[config.mk]
export PLATFORM = sky130hd
export DESIGN_NAME = ucs_top
export DESIGN_NICKNAME = d
export VERILOG_FILES = /design/src/common/ucs_pkg.sv /design/src/common/ucs_if.sv /design/src/logic/ucs_baud.sv /design/src/logic/ucs_top.sv
export SDC_FILE = /design/constraint.sdc
export NUM_CORES = 1
export LEC_CHECK = 0
export ABC_CLOCK_PERIOD_IN_PS = 6100
export BUFFER_PORTS_ARGS = -buffer_cell sky130_fd_sc_hd__buf_2
export CAP_MARGIN = 20
export CORE_MARGIN = 4
export CORE_UTILIZATION = 60
export DETAILED_ROUTE_END_ITERATION = 12
export GPL_TIMING_DRIVEN = 0
export PLACE_DENSITY = 0.87
export SLEW_MARGIN = 20
export SYNTH_ARGS = -nofsm -noshare
export SYNTH_HDL_FRONTEND = slang
export SYNTH_SLANG_ARGS = --single-unit
[constraint.sdc]
create_clock -name mclk -period 6.1 [get_ports mclk]
set_input_delay 0.61 -clock mclk [delete_from_list [all_inputs] [get_ports mclk]]
set_output_delay 0.61 -clock mclk [all_outputs]
set_load 0.02 [all_outputs]
[src/common/ucs_pkg.sv]
// shared constants of the collision / smart-card serial channel
// assumes a single mclk domain; register offsets are avalon byte addresses
package ucs_pkg;

    // ----------------------------------------------------------------
    // register map
    // ----------------------------------------------------------------
    localparam logic [4:0] ADDR_CTRL = 5'h00;
    localparam logic [4:0] ADDR_BAUD = 5'h04;
    localparam logic [4:0] ADDR_TXBUF = 5'h08;
    localparam logic [4:0] ADDR_RXBUF = 5'h0c;
    localparam logic [4:0] ADDR_STAT = 5'h10;

    // control register fields
    localparam int CTRL_W = 13;
    localparam int C_TX_ON = 0;
    localparam int C_RX_ON = 1;
    localparam int C_MODE_SC = 2;
    localparam int C_CLK_SRC = 3;
    localparam int C_PRE_LO = 4;
    localparam int C_TX_IRQ_SRC = 6;
    localparam int C_COLL_SAMPLE = 7;
    localparam int C_COLL_AUTOSTOP = 8;
    localparam int C_LAUNCH_SEL = 9;
    localparam int C_INVERSE = 10;
    localparam int C_ERR_SIG_EN = 11;
    localparam int C_STOP2 = 12;
    localparam logic [CTRL_W-1:0] CTRL_RST = 13'h0000;

    // receive buffer flag positions
    localparam int RB_OVR = 12;
    localparam int RB_FRM = 13;
    localparam int RB_PAR = 14;
    localparam int RB_SUM = 15;

    // status register positions
    localparam int S_TXV = 0;
    localparam int S_TXE = 1;
    localparam int S_RXC = 2;
    localparam int S_TXIRQ = 3;
    localparam int S_RXIRQ = 4;
    localparam int S_COLL = 5;
    localparam int S_RXLVL = 6;
    localparam int S_TXERR = 7;

    // ----------------------------------------------------------------
    // bit timing: 16 ticks per bit, sample at the mid-bit edge
    // ----------------------------------------------------------------
    localparam logic [3:0] TICK_ZERO = 4'h0;
    localparam logic [3:0] SAMPLE_TICK = 4'h7;
    localparam logic [3:0] LAST_TICK = 4'hf;
    localparam logic [3:0] BIT_START = 4'h0;
    localparam logic [3:0] PAYLOAD_LAST = 4'h9;
    localparam logic [3:0] LAST_BIT1 = 4'ha;
    localparam logic [3:0] LAST_BIT2 = 4'hb;
    localparam logic [3:0] OVR_BIT1 = 4'h9;
    localparam logic [3:0] OVR_BIT2 = 4'ha;

    // prescaler terminal counts for divide by 1, 2, 8, 32
    localparam logic [4:0] PRE_TC_1 = 5'h00;
    localparam logic [4:0] PRE_TC_2 = 5'h01;
    localparam logic [4:0] PRE_TC_8 = 5'h07;
    localparam logic [4:0] PRE_TC_32 = 5'h1f;

    typedef enum logic [1:0] {
        TX_IDLE = 2'b00,
        TX_WAIT = 2'b01,
        TX_SHIFT = 2'b10
    } ucs_tx_t;

    typedef enum logic [0:0] {
        RX_IDLE = 1'b0,
        RX_RUN = 1'b1
    } ucs_rx_t;

endpackage : ucs_pkg

[src/common/ucs_if.sv]
// bit-rate configuration and tick between the channel and its rate generator
// assumes both ends run on mclk
`timescale 1ns/1ps
`default_nettype none
interface ucs_if #(
    parameter int DIV_W = 8
) ();
    logic src_ext;
    logic [1:0] pre_sel;
    logic [DIV_W-1:0] divisor;
    logic ext_sync;
    logic tick;

    modport ctl (output src_ext, pre_sel, divisor, ext_sync, input tick);
    modport gen (input src_ext, pre_sel, divisor, ext_sync, output tick);
endinterface : ucs_if
`default_nettype wire

[src/logic/ucs_baud.sv]
// oversampling tick generator: 16 ticks per bit
// assumes ext_sync is already synchronised to mclk
`timescale 1ns/1ps
`default_nettype none
module ucs_baud import ucs_pkg::*; #(
    parameter int DIV_W = 8 // divisor width
) (
    input wire logic mclk, // system clock
    input wire logic srst, // synchronous reset
    input wire logic ce, // clock enable
    ucs_if.gen bi // configuration in, tick out
);
    if (DIV_W < 1 || DIV_W > 16) begin : g_chk
        $error("ucs_baud: DIV_W must lie in 1..16");
    end

    logic [4:0] pre_q, pre_d;
    logic [DIV_W-1:0] div_q, div_d;
    logic ext_prev_q, ext_prev_d;
    logic tick_q, tick_d;
    logic src_pulse;

    function automatic logic [4:0] pre_tc(input logic [1:0] sel);
        case (sel)
            2'h0: pre_tc = PRE_TC_1;
            2'h1: pre_tc = PRE_TC_2;
            2'h2: pre_tc = PRE_TC_8;
            default: pre_tc = PRE_TC_32;
        endcase
    endfunction : pre_tc

    // ----------------------------------------------------------------
    // source pulse, then divide by divisor plus one
    // ----------------------------------------------------------------
    always_comb begin
        ext_prev_d = bi.ext_sync;
        pre_d = (pre_q == pre_tc(bi.pre_sel)) ? 5'h00 : pre_q + 5'h01;
        src_pulse = bi.src_ext ? (bi.ext_sync & ~ext_prev_q)
                               : (pre_q == pre_tc(bi.pre_sel));
        div_d = div_q;
        tick_d = 1'b0;
        if (src_pulse) begin
            if (div_q >= bi.divisor) begin
                div_d = '0;
                tick_d = 1'b1;
            end else begin
                div_d = div_q + 1'b1;
            end
        end
    end

    always_ff @(posedge mclk) begin
        if (srst) begin
            pre_q <= 5'h00;
            div_q <= '0;
            ext_prev_q <= 1'b0;
            tick_q <= 1'b0;
        end else if (ce) begin
            pre_q <= pre_d;
            div_q <= div_d;
            ext_prev_q <= ext_prev_d;
            tick_q <= tick_d;
        end
    end

    assign bi.tick = tick_q;
endmodule : ucs_baud
`default_nettype wire

[src/logic/ucs_top.sv]
// serial channel with bus-collision mode and smart-card mode
// assumes an avalon-mm master on mclk; rx and ext clock pins are async
`timescale 1ns/1ps
`default_nettype none
module ucs_top import ucs_pkg::*; #(
    parameter int DIV_W = 8 // baud divisor width
) (
    input wire logic mclk, // 40 MHz clock
    input wire logic srst, // synchronous reset, high
    input wire logic ce, // clock enable, freezes state
    input wire logic [4:0] avs_address, // byte address
    input wire logic avs_read, // read request
    input wire logic avs_write, // write request
    input wire logic [31:0] avs_writedata, // write data
    input wire logic [3:0] avs_byteenable, // byte lanes
    output logic [31:0] avs_readdata, // read data
    output logic avs_waitrequest, // stall
    input wire logic rx_pin, // receive pin, async
    input wire logic ext_clock_pin, // external bit clock, async
    input wire logic oneshot_underflow, // collision one-shot underflow
    output logic tx_pin_o, // transmit pin level
    output logic tx_pin_oe_n, // transmit pin enable, low drives
    output logic tx_irq, // transmit request pending
    output logic rx_irq, // receive request pending
    output logic coll_irq // collision request pending
);
    if (DIV_W < 1 || DIV_W > 16) begin : g_chk
        $error("ucs_top: DIV_W must lie in 1..16");
    end

    // ----------------------------------------------------------------
    // helpers
    // ----------------------------------------------------------------
    function automatic logic [31:0] merge(input logic [31:0] old,
                                          input logic [31:0] nw,
                                          input logic [3:0] be);
        for (int i = 0; i < 4; i++) begin
            merge[i*8 +: 8] = be[i] ? nw[i*8 +: 8] : old[i*8 +: 8];
        end
    endfunction : merge

    // line order of a data byte; self-inverse, so serves both directions
    function automatic logic [7:0] fmt(input logic [7:0] d,
                                       input logic inv);
        for (int i = 0; i < 8; i++) fmt[i] = inv ? ~d[7-i] : d[i];
    endfunction : fmt

    // parity bit making the line even (direct) or odd (inverse)
    function automatic logic par(input logic [7:0] line_bits,
                                 input logic inv);
        par = inv ? ~(^line_bits) : (^line_bits);
    endfunction : par

    // ----------------------------------------------------------------
    // declarations
    // ----------------------------------------------------------------
    logic rx_m_q, rx_s_q, rx_prev_q, ext_m_q, ext_s_q;
    logic [CTRL_W-1:0] ctrl_q, ctrl_d;
    logic [DIV_W-1:0] baud_q, baud_d;
    logic [8:0] txbuf_q, txbuf_d;
    logic txv_q, txv_d, txirq_q, txirq_d, rxirq_q, rxirq_d;
    logic coll_q, coll_d, txerr_q, txerr_d, ack_q, ack_d;
    logic [31:0] rdata_q, rdata_d, wmerge;
    ucs_tx_t tx_st_q, tx_st_d;
    logic [3:0] tx_tick_q, tx_tick_d, tx_bit_q, tx_bit_d;
    logic [11:0] tx_sr_q, tx_sr_d, tx_frame;
    logic pin_q, pin_d, oen_q, oen_d;
    ucs_rx_t rx_st_q, rx_st_d;
    logic [3:0] rx_tick_q, rx_tick_d, rx_bit_q, rx_bit_d;
    logic [8:0] rx_sr_q, rx_sr_d, rxbuf_q, rxbuf_d;
    logic rxc_q, rxc_d, ovr_q, ovr_d, frm_q, frm_d, per_q, per_d;
    logic edrv_q, edrv_d, ovhit_q, ovhit_d, fmhit_q, fmhit_d;
    logic tick, coll_mode, inv, tx_on, rx_on, rx_rise, req, wr, rd;
    logic tx_load, tx_done, coll_hit, rx_evt, perr, ferr;
    logic [3:0] last_bit, ovr_bit;
    logic [8:0] payload;

    ucs_if #(.DIV_W(DIV_W)) bif ();

    assign coll_mode = ~ctrl_q[C_MODE_SC];
    assign inv = ctrl_q[C_INVERSE] & ~coll_mode;
    assign tx_on = ctrl_q[C_TX_ON];
    assign rx_on = ctrl_q[C_RX_ON];
    assign rx_rise = rx_s_q & ~rx_prev_q;
    assign last_bit = ctrl_q[C_STOP2] ? LAST_BIT2 : LAST_BIT1;
    assign ovr_bit = ctrl_q[C_STOP2] ? OVR_BIT2 : OVR_BIT1;
    assign bif.src_ext = ctrl_q[C_CLK_SRC];
    assign bif.pre_sel = ctrl_q[C_PRE_LO +: 2];
    assign bif.divisor = baud_q;
    assign bif.ext_sync = ext_s_q;
    assign tick = bif.tick;

    ucs_baud #(.DIV_W(DIV_W)) u_baud (
        .mclk(mclk),
        .srst(srst),
        .ce(ce),
        .bi(bif.gen)
    );

    // ----------------------------------------------------------------
    // pin synchronisers
    // ----------------------------------------------------------------
    always_ff @(posedge mclk) begin
        if (srst) begin
            {rx_m_q, rx_s_q, rx_prev_q} <= 3'h7;
            {ext_m_q, ext_s_q} <= 2'h0;
        end else if (ce) begin
            rx_m_q <= rx_pin;
            rx_s_q <= rx_m_q;
            rx_prev_q <= rx_s_q;
            ext_m_q <= ext_clock_pin;
            ext_s_q <= ext_m_q;
        end
    end

    // ----------------------------------------------------------------
    // transmitter
    // ----------------------------------------------------------------
    always_comb begin
        payload = coll_mode ? txbuf_q
                : {par(fmt(txbuf_q[7:0], inv), inv), fmt(txbuf_q[7:0], inv)};
        tx_frame = {2'h3, payload, 1'b0};
        tx_st_d = tx_st_q;
        tx_tick_d = tick ? tx_tick_q + 4'h1 : tx_tick_q;
        tx_bit_d = tx_bit_q;
        tx_sr_d = tx_sr_q;
        tx_load = 1'b0;
        tx_done = 1'b0;
        coll_hit = 1'b0;
        if (!tx_on) begin
            tx_st_d = TX_IDLE;
        end else begin
            case (tx_st_q)
                TX_IDLE: if (!txv_q) begin
                    tx_load = 1'b1;
                    tx_sr_d = tx_frame;
                    tx_tick_d = TICK_ZERO;
                    tx_bit_d = BIT_START;
                    tx_st_d = coll_mode ? TX_WAIT : TX_SHIFT;
                end
                TX_WAIT: if (ctrl_q[C_LAUNCH_SEL]) begin
                    if (rx_rise) begin
                        tx_st_d = TX_SHIFT;
                        tx_tick_d = TICK_ZERO;
                    end
                end else if (tick && tx_tick_q == LAST_TICK) begin
                    tx_st_d = TX_SHIFT;
                end
                TX_SHIFT: begin
                    // mismatch only counts while our frame is on the line
                    if (coll_mode && pin_q != rx_s_q &&
                        (ctrl_q[C_COLL_SAMPLE] ? oneshot_underflow
                        : (tick && tx_tick_q == SAMPLE_TICK))) begin
                        coll_hit = 1'b1;
                    end
                    if (tick && tx_tick_q == LAST_TICK) begin
                        tx_sr_d = {1'b1, tx_sr_q[11:1]};
                        tx_bit_d = tx_bit_q + 4'h1;
                        if (tx_bit_q == last_bit) begin
                            tx_st_d = TX_IDLE;
                            tx_done = 1'b1;
                        end
                    end
                end
                default: tx_st_d = TX_IDLE;
            endcase
        end
        // next error drive, so the pin moves on the edge the flag moves
        pin_d = ((tx_st_q == TX_SHIFT) ? tx_sr_q[0] : 1'b1) & ~edrv_d;
        oen_d = coll_mode ? pin_d : 1'b0;
    end

    always_ff @(posedge mclk) begin
        if (srst) begin
            tx_st_q <= TX_IDLE;
            tx_tick_q <= TICK_ZERO;
            tx_bit_q <= BIT_START;
            tx_sr_q <= 12'hfff;
            pin_q <= 1'b1;
            oen_q <= 1'b1;
        end else if (ce) begin
            tx_st_q <= tx_st_d;
            tx_tick_q <= tx_tick_d;
            tx_bit_q <= tx_bit_d;
            tx_sr_q <= tx_sr_d;
            pin_q <= pin_d;
            oen_q <= oen_d;
        end
    end

    // ----------------------------------------------------------------
    // receiver
    // ----------------------------------------------------------------
    always_comb begin
        rx_st_d = rx_st_q;
        rx_tick_d = tick ? rx_tick_q + 4'h1 : rx_tick_q;
        rx_bit_d = rx_bit_q;
        rx_sr_d = rx_sr_q;
        rxbuf_d = rxbuf_q;
        {rxc_d, ovr_d, frm_d, per_d, edrv_d} =
            {rxc_q, ovr_q, frm_q, per_q, edrv_q};
        ovhit_d = ovhit_q;
        fmhit_d = fmhit_q;
        rx_evt = 1'b0;
        ferr = fmhit_q | ~rx_s_q;
        perr = ~coll_mode & (par(rx_sr_q[7:0], inv) != rx_sr_q[8]);
        // clears first so a same-cycle set wins
        if (rd && avs_address == ADDR_RXBUF) begin
            rxc_d = 1'b0;
            per_d = 1'b0;
            edrv_d = 1'b0;
        end
        if (!rx_on) begin
            rx_st_d = RX_IDLE;
            ovr_d = 1'b0;
            frm_d = 1'b0;
        end else begin
            case (rx_st_q)
                RX_IDLE: if (tick && !rx_s_q) begin
                    rx_st_d = RX_RUN;
                    rx_tick_d = TICK_ZERO;
                    rx_bit_d = BIT_START;
                    ovhit_d = 1'b0;
                    fmhit_d = 1'b0;
                end
                RX_RUN: if (tick && rx_tick_q == SAMPLE_TICK) begin
                    rx_bit_d = rx_bit_q + 4'h1;
                    if (rx_bit_q == BIT_START) begin
                        if (rx_s_q) begin
                            rx_st_d = RX_IDLE; // glitch, not a start bit
                        end
                    end else if (rx_bit_q <= PAYLOAD_LAST) begin
                        rx_sr_d = {rx_s_q, rx_sr_q[8:1]};
                    end else if (!rx_s_q) begin
                        fmhit_d = 1'b1;
                    end
                    if (rx_bit_q == ovr_bit && rxc_q) begin
                        ovr_d = 1'b1;
                        ovhit_d = 1'b1;
                    end
                    if (rx_bit_q == last_bit) begin
                        rx_st_d = RX_IDLE;
                        // an overrun frame is dropped without a request
                        if (!ovhit_q) begin
                            rxbuf_d = coll_mode ? rx_sr_q
                                    : {1'b0, fmt(rx_sr_q[7:0], inv)};
                            rxc_d = 1'b1;
                            rx_evt = 1'b1;
                            frm_d = frm_q | ferr;
                            per_d = per_q | perr;
                            edrv_d = edrv_d | (perr &
                                ctrl_q[C_ERR_SIG_EN]);
                        end
                    end
                end
                default: rx_st_d = RX_IDLE;
            endcase
        end
    end

    always_ff @(posedge mclk) begin
        if (srst) begin
            rx_st_q <= RX_IDLE;
            rx_tick_q <= TICK_ZERO;
            rx_bit_q <= BIT_START;
            rx_sr_q <= 9'h000;
            rxbuf_q <= 9'h000;
            {rxc_q, ovr_q, frm_q, per_q, edrv_q} <= 5'h00;
            {ovhit_q, fmhit_q} <= 2'h0;
        end else if (ce) begin
            rx_st_q <= rx_st_d;
            rx_tick_q <= rx_tick_d;
            rx_bit_q <= rx_bit_d;
            rx_sr_q <= rx_sr_d;
            rxbuf_q <= rxbuf_d;
            {rxc_q, ovr_q, frm_q, per_q, edrv_q} <=
                {rxc_d, ovr_d, frm_d, per_d, edrv_d};
            {ovhit_q, fmhit_q} <= {ovhit_d, fmhit_d};
        end
    end

    // ----------------------------------------------------------------
    // register file and bus slave
    // ----------------------------------------------------------------
    // one wait state: read data is captured while waitrequest is high
    assign req = avs_read | avs_write;
    assign wr = avs_write & ack_q & ce;
    assign rd = avs_read & ack_q & ce;
    assign avs_waitrequest = req & ~(ack_q & ce);
    assign avs_readdata = rdata_q;

    always_comb begin
        ack_d = req & ~ack_q;
        rdata_d = rdata_q;
        if (req && !ack_q) begin
            case (avs_address)
                ADDR_CTRL: rdata_d = 32'(ctrl_q);
                ADDR_BAUD: rdata_d = 32'(baud_q);
                ADDR_RXBUF: begin
                    rdata_d = 32'(rxbuf_q);
                    rdata_d[RB_OVR] = ovr_q;
                    rdata_d[RB_FRM] = frm_q;
                    rdata_d[RB_PAR] = per_q;
                    rdata_d[RB_SUM] = ovr_q | frm_q | per_q;
                end
                ADDR_STAT: rdata_d = 32'({txerr_q, rx_s_q, coll_q,
                    rxirq_q, txirq_q, rxc_q, tx_st_q == TX_IDLE, txv_q});
                default: rdata_d = 32'h0000_0000;
            endcase
        end
        ctrl_d = ctrl_q;
        baud_d = baud_q;
        txbuf_d = txbuf_q;
        txv_d = txv_q | tx_load;
        txirq_d = txirq_q;
        rxirq_d = rxirq_q;
        coll_d = coll_q;
        txerr_d = tx_done ? ~rx_s_q : txerr_q;
        wmerge = 32'h0000_0000;
        if (wr) begin
            case (avs_address)
                ADDR_CTRL: begin
                    wmerge = merge(32'(ctrl_q), avs_writedata, avs_byteenable);
                    ctrl_d = wmerge[CTRL_W-1:0];
                end
                ADDR_BAUD: begin
                    wmerge = merge(32'(baud_q), avs_writedata, avs_byteenable);
                    baud_d = wmerge[DIV_W-1:0];
                end
                ADDR_TXBUF: begin
                    wmerge = merge(32'(txbuf_q), avs_writedata,
                                   avs_byteenable);
                    txbuf_d = wmerge[8:0];
                    txv_d = 1'b0;
                end
                ADDR_STAT: begin
                    wmerge = avs_writedata & {32{avs_byteenable[0]}};
                    txirq_d = txirq_q & ~wmerge[S_TXIRQ];
                    rxirq_d = rxirq_q & ~wmerge[S_RXIRQ];
                    coll_d = coll_q & ~wmerge[S_COLL];
                end
                default: wmerge = 32'h0000_0000;
            endcase
        end
        if (coll_hit && ctrl_q[C_COLL_AUTOSTOP]) begin
            ctrl_d[C_TX_ON] = 1'b0;
        end
        txirq_d = txirq_d | (ctrl_q[C_TX_IRQ_SRC] ? tx_done : tx_load);
        rxirq_d = rxirq_d | rx_evt;
        coll_d = coll_d | coll_hit;
    end

    always_ff @(posedge mclk) begin
        if (srst) begin
            ctrl_q <= CTRL_RST;
            baud_q <= '0;
            txbuf_q <= 9'h000;
            txv_q <= 1'b1;
            {txirq_q, rxirq_q, coll_q, txerr_q, ack_q} <= 5'h00;
            rdata_q <= 32'h0000_0000;
        end else if (ce) begin
            ctrl_q <= ctrl_d;
            baud_q <= baud_d;
            txbuf_q <= txbuf_d;
            txv_q <= txv_d;
            {txirq_q, rxirq_q, coll_q, txerr_q, ack_q} <=
                {txirq_d, rxirq_d, coll_d, txerr_d, ack_d};
            rdata_q <= rdata_d;
        end
    end

    assign tx_pin_o = pin_q;
    assign tx_pin_oe_n = oen_q;
    assign tx_irq = txirq_q;
    assign rx_irq = rxirq_q;
    assign coll_irq = coll_q;
endmodule : ucs_top
`default_nettype wire

# Word-level counts from Yosys, hierarchy flattened
# Index checks and enable logic that the tools add are counted.
dict set report word_totals {
  word_cells 311
  input_bits 49
  reg_bits 146
  output_inout_bits 38
}
dict set report classes {
  mux 129
  reduce_logical 40
  addsub 6
  n_bitwise 59
  n_eq_ne 35
  n_lt_le_gt_ge 2
}
# op count
set ops {}
lappend ops {{$mux 1} 91}
lappend ops {{$pmux 16 s4} 1}
lappend ops {{$mux 4} 13}
lappend ops {{$reduce_and 4->1} 8}
lappend ops {{$not 1->1} 31}
lappend ops {{$mux 12} 2}
lappend ops {{$pmux 12 s2} 1}
lappend ops {{$pmux 4 s2} 3}
lappend ops {{$mux 2} 9}
lappend ops {{$mux 9} 2}
lappend ops {{$reduce_and 6->1} 3}
lappend ops {{$add 4x1->4 const B} 4}
lappend ops {{$and 1x1->1} 16}
lappend ops {{$reduce_xor 8->1} 2}
lappend ops {{$pmux 5 s3} 1}
lappend ops {{$reduce_and 5->1} 3}
lappend ops {{$ne 2x2->1 const B} 7}
lappend ops {{$eq 4x4->1} 3}
lappend ops {{$ne 2x1->1 const B} 6}
lappend ops {{$or 1x1->1} 11}
lappend ops {{$eq 5x4->1 const B} 2}
lappend ops {{$logic_and 1x1->1} 10}
lappend ops {{$ne 3x3->1 const B} 3}
lappend ops {{$add 8x1->8 const B} 1}
lappend ops {{24 further kinds} 38}

# Longest topological paths before layout
# Gate-level depths: netlist of the first run.
dict set report logic_depth {
  word_depth 15
  depth_mapped 9
  mapped_depth_nobuf 8
}

# By module
# Synthesis of the first run repeated with hierarchy kept, for this count alone.
dict set report hier_totals {
  cells_unflattened 757
  hier_area_um2 6301.0
}
# mod cells_per_inst seq_area_each_um2 instances area_per_inst_um2
set modules_own_cells {}
lappend modules_own_cells {ucs_top 643 2262.2 1 5358.9}
lappend modules_own_cells {ucs_baud 114 300.3 1 942.2}

# Least setup slack after synthesis of the first run
# Ideal clock, no wire load.
dict set report synth_path {
  path_kind {input -> output}
  start {input port ce}
  end {output port avs_waitrequest}
  slack_ns 3.946
  t_arrival_ns 1.544
  t_required_ns 5.490
  path_buffers 3
  path_stages 4
  path_cell_list {buf_2 clkbuf_1 clkbuf_1 a21oi_1}
}
dict set report synth_via {
  elab_chain_cells 3
}
# item line
set synth_lines {}
lappend synth_lines {{start, declared} ucs_top.sv:10} ;# input wire logic ce,
lappend synth_lines {{$and 1x1->1} ucs_top.sv:289} ;# assign avs_waitrequest = req & ~(ack_q & ce);
lappend synth_lines {{$not 1->1} ucs_top.sv:289}
lappend synth_lines {{$and 1x1->1} ucs_top.sv:289}
lappend synth_lines {{end, declared} ucs_top.sv:17} ;# output logic avs_waitrequest,
# No other way between the ends.

# Final worst setup path of the first run
# Same ends and word-level chain as after synthesis.

==> results.yml, run 1 <==
detailed_routing:
  detail_route.vias_per_cell: 6.09
  drtPass1Iterations: 8
  wire_per_inst_um: 18.1
  route.detailed.drc: 0
  wirelength_um: 18300
  ant_nets: 0
  vias: 6158
  initialDrtViolationCount: 750
sta:
  worst_pin_slew_ns: 0.743
  slew_viol_final: 0
  finalSetupTns_ns: 0
  hold_violations: 0
  final.period_utilization: 0.467
  setup_slack_ns: 3.25
  finClkSkew_ns: 0.00659
  slew_headroom: 0.501
  rsz0062_at_grt: "false"
  setup_viol_count_final: 0
  max_freq_ghz: 0.351
  min_period_ns: 2.85
global_route:
  antenna_found_initial: 0
  grt_max_degree: 17
  grt_pass1_wl_um: 29100
  grt_util_all_layers: 0.293
  grt_pass1_vias: 5781
  grt-ovfl-total: 0
die:
  die_x_um: 111
  initial_core_util: 0.616
  io-pin-count: 87
  die_area_um2: 12400
  fp.coreArea_um2: 10400
  rows: 37
  die_h_um: 111
synthesis:
  ys.flop_type: "dfxtp_1"
  ys_types: 63
  synth_top_area_share: 0.401
  async_flop_share: 0
  yosysTopAreaCell: "dfxtp_1"
  synth_top_family_by_area: "simple AND/OR/NAND/NOR gates"
  synth_edf_count: 0
  synth.cell_area_um2: 6390
  synthSimpleGateAreaFrac: 0.233
  ys_warn_count: 0
  syn_inst: 783
  synth_xor_area_frac: 0.0405
  synth_area_leaders: "dfxtp_1 40%, mux2i_1 7.4%, nand2_1 6.3%, a21oi_1 6.0%, nor2_1 4.8%"
  synth.avg_cell_area_um2: 8.16
  synth_fa_ha_area_frac: 0.0331
  muxShareOfSynthArea: 0.0736
  synth-compound-area-share: 0.161
  synth-seq-cells: 128
  yosysSeqAreaShare: 0.401
finish:
  nets: 929
  antenna_cells: 0
  drive_gt1_frac: 0.135
  final_common_cell: "dfxtp_1"
  regArea_um2: 2560
  fill_cells: 818
  mostFrequentLayoutCells: "128 x dfxtp_1, 108 x nand2_1, 82 x nor2_1, 77 x a21oi_1, 60 x nand3_1"
  multi_input_area_um2: 3520
  post-route-util: 0.714
  layout-area-overhead-vs-synth_pct: 15.9
power_and_ir_drop:
  vdd_drop_max_mv: 0.288
  p_leak_nw: 2.99
  power_mw: 1.93
  power.density_nw_per_um2: 261
placement:
  dp_hpwl_um: 12700
  port_buffers: 47
  place_congestion: 0.980
  place_ws_ns: 3.41
clock_tree:
  cts.hold.buffers_added: 0
  numCtsBuffers: 17
  clock-root-buffer: "clkbuf_8"
  cts_max_level: 4
  path_clk_slew_ns: 0.06
  cts.sinks: 128
  clock_path_buffers: 2
  clock_latency_ns: 0.53
  cts_resized: 0
  cts_tree: "built"
  post_cts_buffers: 0
outcome:
  status: "finished, final reports clean"
worst_setup_path:
  cp.arrival_ns: 2.24
  startpoint: "ce"
  worst_path_max_delay_cell: "clkbuf_1"
  cp.required_ns: 5.49
  r2r_start: "u_baud.div_q[0]"
  startpoint_type: "input port"
  cp_cell_sequence: "buf_2 -> clkbuf_1 -> clkbuf_1 -> a21oi_1 -> buf_2"
  cp_slowest_stage_delay_ns: 0.51
  crit_type: "in2out"
  cp-end-kind: "output pin"
  cp_max_fo: 10
hold_path:
  min-delay-start: "rx_pin"
  hold_path.class: "in2reg"
flow_run:
  drv_cap: 0
==> cell families (layout without fill, tap and decap cells) <==
kind of cell             after synthesis  in the layout
buffers and inverters                 77            154
AO/OA/AOI/OAI                        169            169
adder cells (fa/ha/maj)               17             17
multiplexers                          47             47
flip-flops                           128            128
XOR/XNOR                              28             28
AND/OR/NAND/NOR                      316            316
other                                  1             16
==> per-stage QoR <==
| step | std cells | hold slack (ns) | area (um^2) |
|---|---|---|---|
| 2_1_floorplan | 798 | 0.432 | 6440 |
| 3_3_place_gp | 981 | 0.439 | 6850 |
| 3_5_place_dp | 981 | 0.442 | 6850 |
| 4_1_cts | 1011 | 0.317 | 7400 |
| 5_1_grt | 1011 | 0.333 | 7400 |
| 6_report | 1011 | 0.315 | 7400 |
==> per-layer routing <==
metal,wire length [um],global-route usage,vias to the layer above
met3,1990,0.0764,88
met2,8430,0.467,357
met4,878,0.144,0
met1,7030,0.369,2832
met5,0,0,-
li1,-,-,2881
==> critical path, delay by kind of cell <==
kind            cells  cell delay (ns)
compound gates      1             0.19
buf+inv             4             1.43
==> where the power goes <==
| group | total [mW] | internal, mW | switching [mW] |
|---|---|---|---|
| logic | 0.128 | 0.0390 | 0.0891 |
| clock network | 0.950 | 0.577 | 0.373 |
| registers | 0.852 | 0.846 | 0.00610 |
==> sequential cells by signal, indices dropped and copies added (netlist names), 5 cells and up <==
| register | flops |
|---|---|
| u_baud.div_q | 8 |
| tx_sr_q | 10 |
| u_baud.pre_q | 5 |
| baud_q | 8 |
| rx_sr_q | 9 |
| txbuf_q | 9 |
| ctrl_q | 13 |
| avs_readdata | 16 |
| rxbuf_q | 9 |
==> cell usage after synthesis, types with 2 or more instances <==
master,n
a211oi_1,4
a21boi_0,3
a21o_1,2
a21oi_1,77
a221oi_1,2
a31oi_1,6
and2_1,4
and3_1,6
and4b_1,4
buf_2,9
buf_4,17
clkbuf_1,35
dfxtp_1,128
ha_1,16
inv_1,14
mux2i_1,47
nand2_1,108
nand2b_1,4
nand3_1,60
nand3b_1,2
nand4_1,8
nand4b_1,4
nor2_1,82
nor2b_1,3
nor3_1,13
nor3b_1,2
o211ai_1,2
o21a_1,2
o21ai_0,41
o21ai_1,6
o21bai_1,2
o221ai_1,8
o22ai_1,3
o32ai_2,2
or3_1,4
xnor2_1,15
xor2_1,12
==> layout make-up <==
| class | instances | area share |
|---|---|---|
| plain buffers | 61 | 0.0411 |
| well taps | 136 | 0.0230 |
| clock inverters | 9 | 0.0115 |
| multi-input cells | 593 | 0.475 |
| repair buffers | 47 | 0.0318 |
| clock buffers | 21 | 0.0634 |
| flip-flops and latches | 128 | 0.346 |
| inverters | 16 | 0.00811 |
==> path summary, 6_finish.rpt <==
kind                                          to  slack (ns)  cells past startpoint
worst max register to register    u_baud.bi.tick        3.66                      9
worst max-delay path             avs_waitrequest        3.25                      5
worst min register to register  avs_readdata[13]        0.45                      2
worst min-delay path                      rx_m_q        0.32                      3
Power figures use the tool's default switching activity.
==> inputs of run 2 (changes only) <==
- ABC_CLOCK_PERIOD_IN_PS: 6100 -> 2300
- CORE_UTILIZATION: 60 -> 52
- PLACE_DENSITY: 0.87 -> 0.8
- clock period: 6.1 -> 2.3 ns (I/O delays scaled with it)
==> run 2 against run 1 <==
- flip-flop and latch count stayed put
- non-clock buffer count is 2 higher
- first-iteration DRC count is 30% lower
- clock skew is 0.0025 ns higher
- wire length is 4.5% lower
- hold slack worse by 0.27 ns
- design area is 0.32% higher
- register-to-register slack worse by 3.5 ns
- combinational power grew to 2.6 times the previous value
- via count is 3.4% lower
- critical path depth is 4 higher
- largest cell class unchanged
==> results.yml, run 2 (synthesis gave the netlist of run 1 again) <==
worst_setup_path:
  crit_type: "reg2reg"
  cp.arrival_ns: 2.45
  cp-end-kind: "flop"
  worst_path_max_delay_cell: "dfxtp_1"
  cp_max_fo: 10
  path_buf_inv: 2
  cp_cell_sequence: "inv_1 -> ha_1 -> nand2b_1 -> a211oi_1 -> o21ai_0 -> a21oi_2 -> clkbuf_4 -> a2bb2oi_1 -> nor2_1"
  cp.required_ns: 2.58
  startpoint_type: "flop"
  cp_slowest_stage_delay_ns: 0.40
  critPathTopFamily: "compound AO/OA/AOI/OAI gates"
sta:
  worst_pin_slew_ns: 0.786
  max_freq_ghz: 0.461
  finClkSkew_ns: 0.00911
  setup_viol_count_final: 0
  final.period_utilization: 0.943
  hold_violations: 0
  setup_slack_ns: 0.132
  min_period_ns: 2.17
  slew_headroom: 0.474
  slew_viol_final: 0
clock_tree:
  numCtsBuffers: 17
  clock_path_buffers: 2
  cts.hold.buffers_added: 0
  clock-root-buffer: "clkbuf_16"
  cts_max_level: 4
  cts_tree: "built"
  clock_latency_ns: 0.42
  cts.sinks: 128
  path_clk_slew_ns: 0.05
detailed_routing:
  vias: 5950
  wire_per_inst_um: 17.1
  ant_nets: 0
  route.detailed.drc: 0
  drtPass1Iterations: 8
  wirelength_um: 17500
  initialDrtViolationCount: 528
  detail_route.vias_per_cell: 5.80
placement:
  place_ws_ns: -0.0610
  dp_cells: 992
  place_congestion: 0.933
  port_buffers: 47
  dp_hpwl_um: 12500
die:
  io-pin-count: 87
  die_h_um: 119
  rows: 40
  initial_core_util: 0.532
  fp.coreArea_um2: 12000
  die_x_um: 119
  die_area_um2: 14100
global_route:
  antenna_found_initial: 0
  grt_max_degree: 17
  grt_util_all_layers: 0.246
  grt-ovfl-total: 0
  grt_pass1_vias: 5392
  grt_pass1_wl_um: 27500
power_and_ir_drop:
  vdd_drop_max_mv: 0.498
  power.density_nw_per_um2: 684
  p_leak_nw: 3.00
  p_switching_mw: 1.20
  p_clk_frac: 0.489
  sw_frac_of_total: 0.236
  combPwrFrac: 0.066
  p_int_mw: 3.88
  p_seq_frac: 0.445
finish:
  largest_register_ffs: 16
  multi_input_area_um2: 3530
  antenna_cells: 0
  fill_cells: 1055
  final_common_cell: "dfxtp_1"
  nets: 931
  regArea_um2: 2560
  mostFrequentLayoutCells: "128 x dfxtp_1, 108 x nand2_1, 82 x nor2_1, 76 x a21oi_1, 60 x nand3_1"
  drive_gt1_frac: 0.134
  layout-area-overhead-vs-synth_pct: 16.3
  post-route-util: 0.618
  instances_no_fill: 1026
outcome:
  status: "finished, final reports clean"
flow_run:
  drv_cap: 0
hold_path:
  hold_path.class: "in2reg"
[run 2: final timing paths]
kind	start	to	slack, ns	cells after the start
max reg2reg	u_baud.div_q[0]	u_baud.bi.tick	0.13	9
max	u_baud.div_q[0]	u_baud.bi.tick	0.13	9
min	rx_pin	rx_m_q	0.05	3
min reg2reg	rxbuf_q[3]	rxbuf_q[3]	0.45	2
[run 2: routing by layer]
layer	vias to the layer above	part of all wire	GRT usage
met1	2760	0.43	0.327
met4	0	0.030	0.104
met2	264	0.46	0.385
met3	43	0.082	0.0575
met5	-	0	0
li1	2883	-	-
[run 2: worst register-to-register path, delay by kind of cell (launching register included)]
family,cells,cell delay [ns]
compound gates,4,0.85
fa+ha+maj,1,0.26
buf+inv,2,0.31
flops,1,0.40
simple gates,2,0.21
[run 2: timing repair]
action                                  4_1_cts  5_1_grt
endpoints found under the setup margin        9       10
gates cloned                                  0        0
pin swaps                                     0        1
buffers inserted                              0        2
gates resized for setup                       1        4
[run 2: area by class of cell]
cell class / count / share of cell area
timing repair buffer: 49 / 0.0337
clock inverter: 6 / 0.00775
inverter: 16 / 0.00808
buffer: 61 / 0.0414
multi-input combinational: 593 / 0.475
clock buffer: 26 / 0.0645
sequential: 128 / 0.345
tap: 147 / 0.0248
[run 2: stage by stage]
| step | hold WS (ns) | power, mW | instance area [um^2] | setup TNS [ns] |
|---|---|---|---|---|
| finish | 0.0488 | 5.08 | 7430 | 0 |
| global route | 0.0532 | 5.21 | 7430 | -0.0365 |
| CTS | 0.0369 | 5.09 | 7400 | 0 |
| detailed placement | 0.442 | 2.63 | 6860 | -0.243 |
| global placement | 0.436 | 2.63 | 6860 | -0.00402 |
| floorplan | 0.358 | 2.51 | 6440 | 0 |
[run 2: power by group through the flow]
stage | Clock, mW | Combinational [mW] | Sequential (mW)
after floorplan | 0 | 0.190 | 2.32
after global placement | 0 | 0.326 | 2.31
after detailed placement | 0 | 0.328 | 2.31
after CTS | 2.50 | 0.329 | 2.26
after global routing | 2.59 | 0.359 | 2.26
final | 2.49 | 0.337 | 2.26
==> inputs of run 3 (changes only) <==
- SYNTH_HIERARCHICAL: unset -> 1
==> run 3 against run 2 <==
- clock-buffer cell count down 7
- synthesized cell count down 3.3%
- flip-flop and latch count did not move
- global-route usage down 0.66 points
- maximum frequency shrank 3.8%
- largest cell class unchanged
==> results.yml, run 3 <==
outcome:
  status: "finished, final reports clean"
finish:
  largest_register_ffs: 16
  layout-area-overhead-vs-synth_pct: 17.1
  nets: 905
  mostFrequentLayoutCells: "128 x dfxtp_1, 104 x nand2_1, 89 x nor2_1, 60 x a21oi_1, 54 x buf_2"
  antenna_cells: 0
  drive_gt1_frac: 0.136
  final_common_cell: "dfxtp_1"
  stdcell_area_um2: 7380
placement:
  placed_area_um2: 6780
  port_buffers: 48
  dp_hpwl_um: 12000
  place_congestion: 0.932
synthesis:
  ys_warn_count: 6
  synthTopCellsByCount: "128 x dfxtp_1, 104 x nand2_1, 89 x nor2_1, 60 x a21oi_1, 43 x mux2i_1"
  ys_types: 68
  yosysSeqAreaShare: 0.407
  synth_top_area_share: 0.407
  synth_area_leaders: "dfxtp_1 41%, mux2i_1 6.8%, nand2_1 6.2%, nor2_1 5.3%, a21oi_1 4.8%"
  synth.avg_cell_area_um2: 8.32
  synth-seq-cells: 128
  yosysTopAreaCell: "dfxtp_1"
  synth.cell_area_um2: 6300
  post-synth-top-count-cell: "dfxtp_1"
  synth_edf_count: 0
  syn_inst: 757
  async_flop_share: 0
  ys.flop_type: "dfxtp_1"
clock_tree:
  cts_max_level: 4
  numCtsBuffers: 17
  clock-root-buffer: "clkbuf_16"
  cts_tree: "built"
  clock_path_buffers: 2
  path_clk_slew_ns: 0.05
  cts.sinks: 128
  clock_latency_ns: 0.42
die:
  io-pin-count: 87
  initial_core_util: 0.540
  die_x_um: 118
  die_h_um: 118
  fp.coreArea_um2: 11700
  die_area_um2: 13900
  rows: 39
detailed_routing:
  detail_route.vias_per_cell: 5.81
  vias: 5778
  wire_per_inst_um: 16.7
  wirelength_um: 16600
  drtPass1Iterations: 6
  route.detailed.drc: 0
  initialDrtViolationCount: 520
  ant_nets: 0
worst_setup_path:
  r2r_start: "baud_q[2]"
  cp.required_ns: 2.65
  worst_path_max_delay_cell: "or4b_1"
  cp_max_fo: 4
  cp_slowest_stage_delay_ns: 0.50
  startpoint: "baud_q[2]"
  cp-end-kind: "flop"
  path_buf_inv: 1
  cp_cell_sequence: "inv_1 -> ha_1 -> a211o_1 -> a31oi_1 -> o21ai_0 -> or4b_1 -> a21oi_1"
  startpoint_type: "flop"
  cp.arrival_ns: 2.61
  crit_type: "reg2reg"
  critPathTopFamily: "compound AO/OA/AOI/OAI gates"
hold_path:
  min-delay-start: "rx_pin"
  hold_path.class: "in2reg"
sta:
  setup_viol_count_final: 0
  max_freq_ghz: 0.444
  slew_viol_final: 0
  hold_ws_ns: 0.0380
  min_period_ns: 2.25
  slew_headroom: 0.269
  finalSetupTns_ns: 0
  final.period_utilization: 0.980
  rsz0062_at_grt: "true"
  worst_pin_slew_ns: 1.09
  hold_violations: 0
  finClkSkew_ns: 0.00736
global_route:
  grt-ovfl-total: 0
  grt_max_degree: 17
  grt_util_all_layers: 0.240
  grt_pass1_wl_um: 26800
  grt_pass1_vias: 5413
  antenna_found_initial: 0
power_and_ir_drop:
  p_leak_nw: 2.93
  vdd_drop_max_mv: 0.627
  power.density_nw_per_um2: 701
flow_run:
  drv_cap: 0
[run 3: cell count changes after synthesis, sizes merged, moves of 5 or more]
cell,delta
clkbuf,-5
o21ai,-10
o221ai,-7
o211ai,+10
nor2,+7
a2bb2oi,+8
a21oi,-16
nand3,-35
nand2,-5
inv,+5
a31oi,-5
a221oi,+8
nor2b,+12
[run 3: power by group]
group / leakage, nW / internal (mW) / switching, mW / total (mW)
clock: 0.282 / 1.68 / 0.962 / 2.64
sequential: 1.03 / 2.24 / 0.0173 / 2.25
combinational: 1.61 / 0.0916 / 0.185 / 0.277
total: 2.93 / 4.01 / 1.16 / 5.18
[run 3: what timing repair did]
| action | in CTS | in global routing |
|---|---|---|
| gates resized for setup | 0 | 2 |
| hold buffers | 0 | 0 |
| setup buffers | 0 | 1 |
| endpoints found under the setup margin | 0 | 21 |
[run 3: cells by family (layout without fill, tap and decap cells)]
logic type               count (synthesis)  count (layout)  synth area share
AO/OA/AOI/OAI                          161             161             0.162
XOR/XNOR                                29              29            0.0447
adder cells (fa/ha/maj)                 16              16            0.0318
buffers and inverters                   75             155            0.0566
flip-flops                             128             128             0.407
multiplexers                            44              44            0.0701
other                                    1              16          0.000595
AND/OR/NAND/NOR                        303             303             0.227
[run 3: final cells by class]
| class | instances | area [um^2] |
|---|---|---|
| clock buffer | 19 | 433 |
| tap | 143 | 179 |
| sequential | 128 | 2560 |
| timing repair buffer | 49 | 260 |
| inverter | 20 | 75.1 |
| fill | 1012 | 4280 |
| buffer | 55 | 282 |
| clock inverter | 12 | 144 |
| multi-input combinational | 569 | 3440 |
[run 3: per-layer routing]
metal,share of wire,vias up,GRT usage
met4,0.027,0,0.0938
met3,0.095,40,0.0649
met5,0,-,0
met1,0.43,2663,0.316
li1,-,2793,-
met2,0.45,282,0.373
[run 3: per-stage QoR]
step | utilization | power [mW] | cells | worst slack (ns)
floorplan | - | 2.47 | 772 | 0.380
global placement | 0.581 | 2.57 | 963 | -0.0839
detailed placement | 0.581 | 2.57 | 963 | -0.0884
CTS | 0.631 | 5.19 | 994 | 0.0199
global route | 0.633 | 5.35 | 995 | -0.0722
finish | 0.633 | 5.18 | 995 | 0.0455
[run 3: path summary, 6_finish.rpt]
| path | to | slack (ns) | cells past startpoint |
|---|---|---|---|
| min | rx_m_q | 0.04 | 3 |
| min reg2reg | avs_readdata[11] | 0.44 | 2 |
| max reg2reg | u_baud/div_q[2] | 0.05 | 7 |
| max | u_baud/div_q[2] | 0.05 | 7 |
[run 3: tightest hold or removal path, cell delays in order]
cell and delay [ns]:
buf_2 0.08, mux2i_1 0.06, nand2_1 0.06
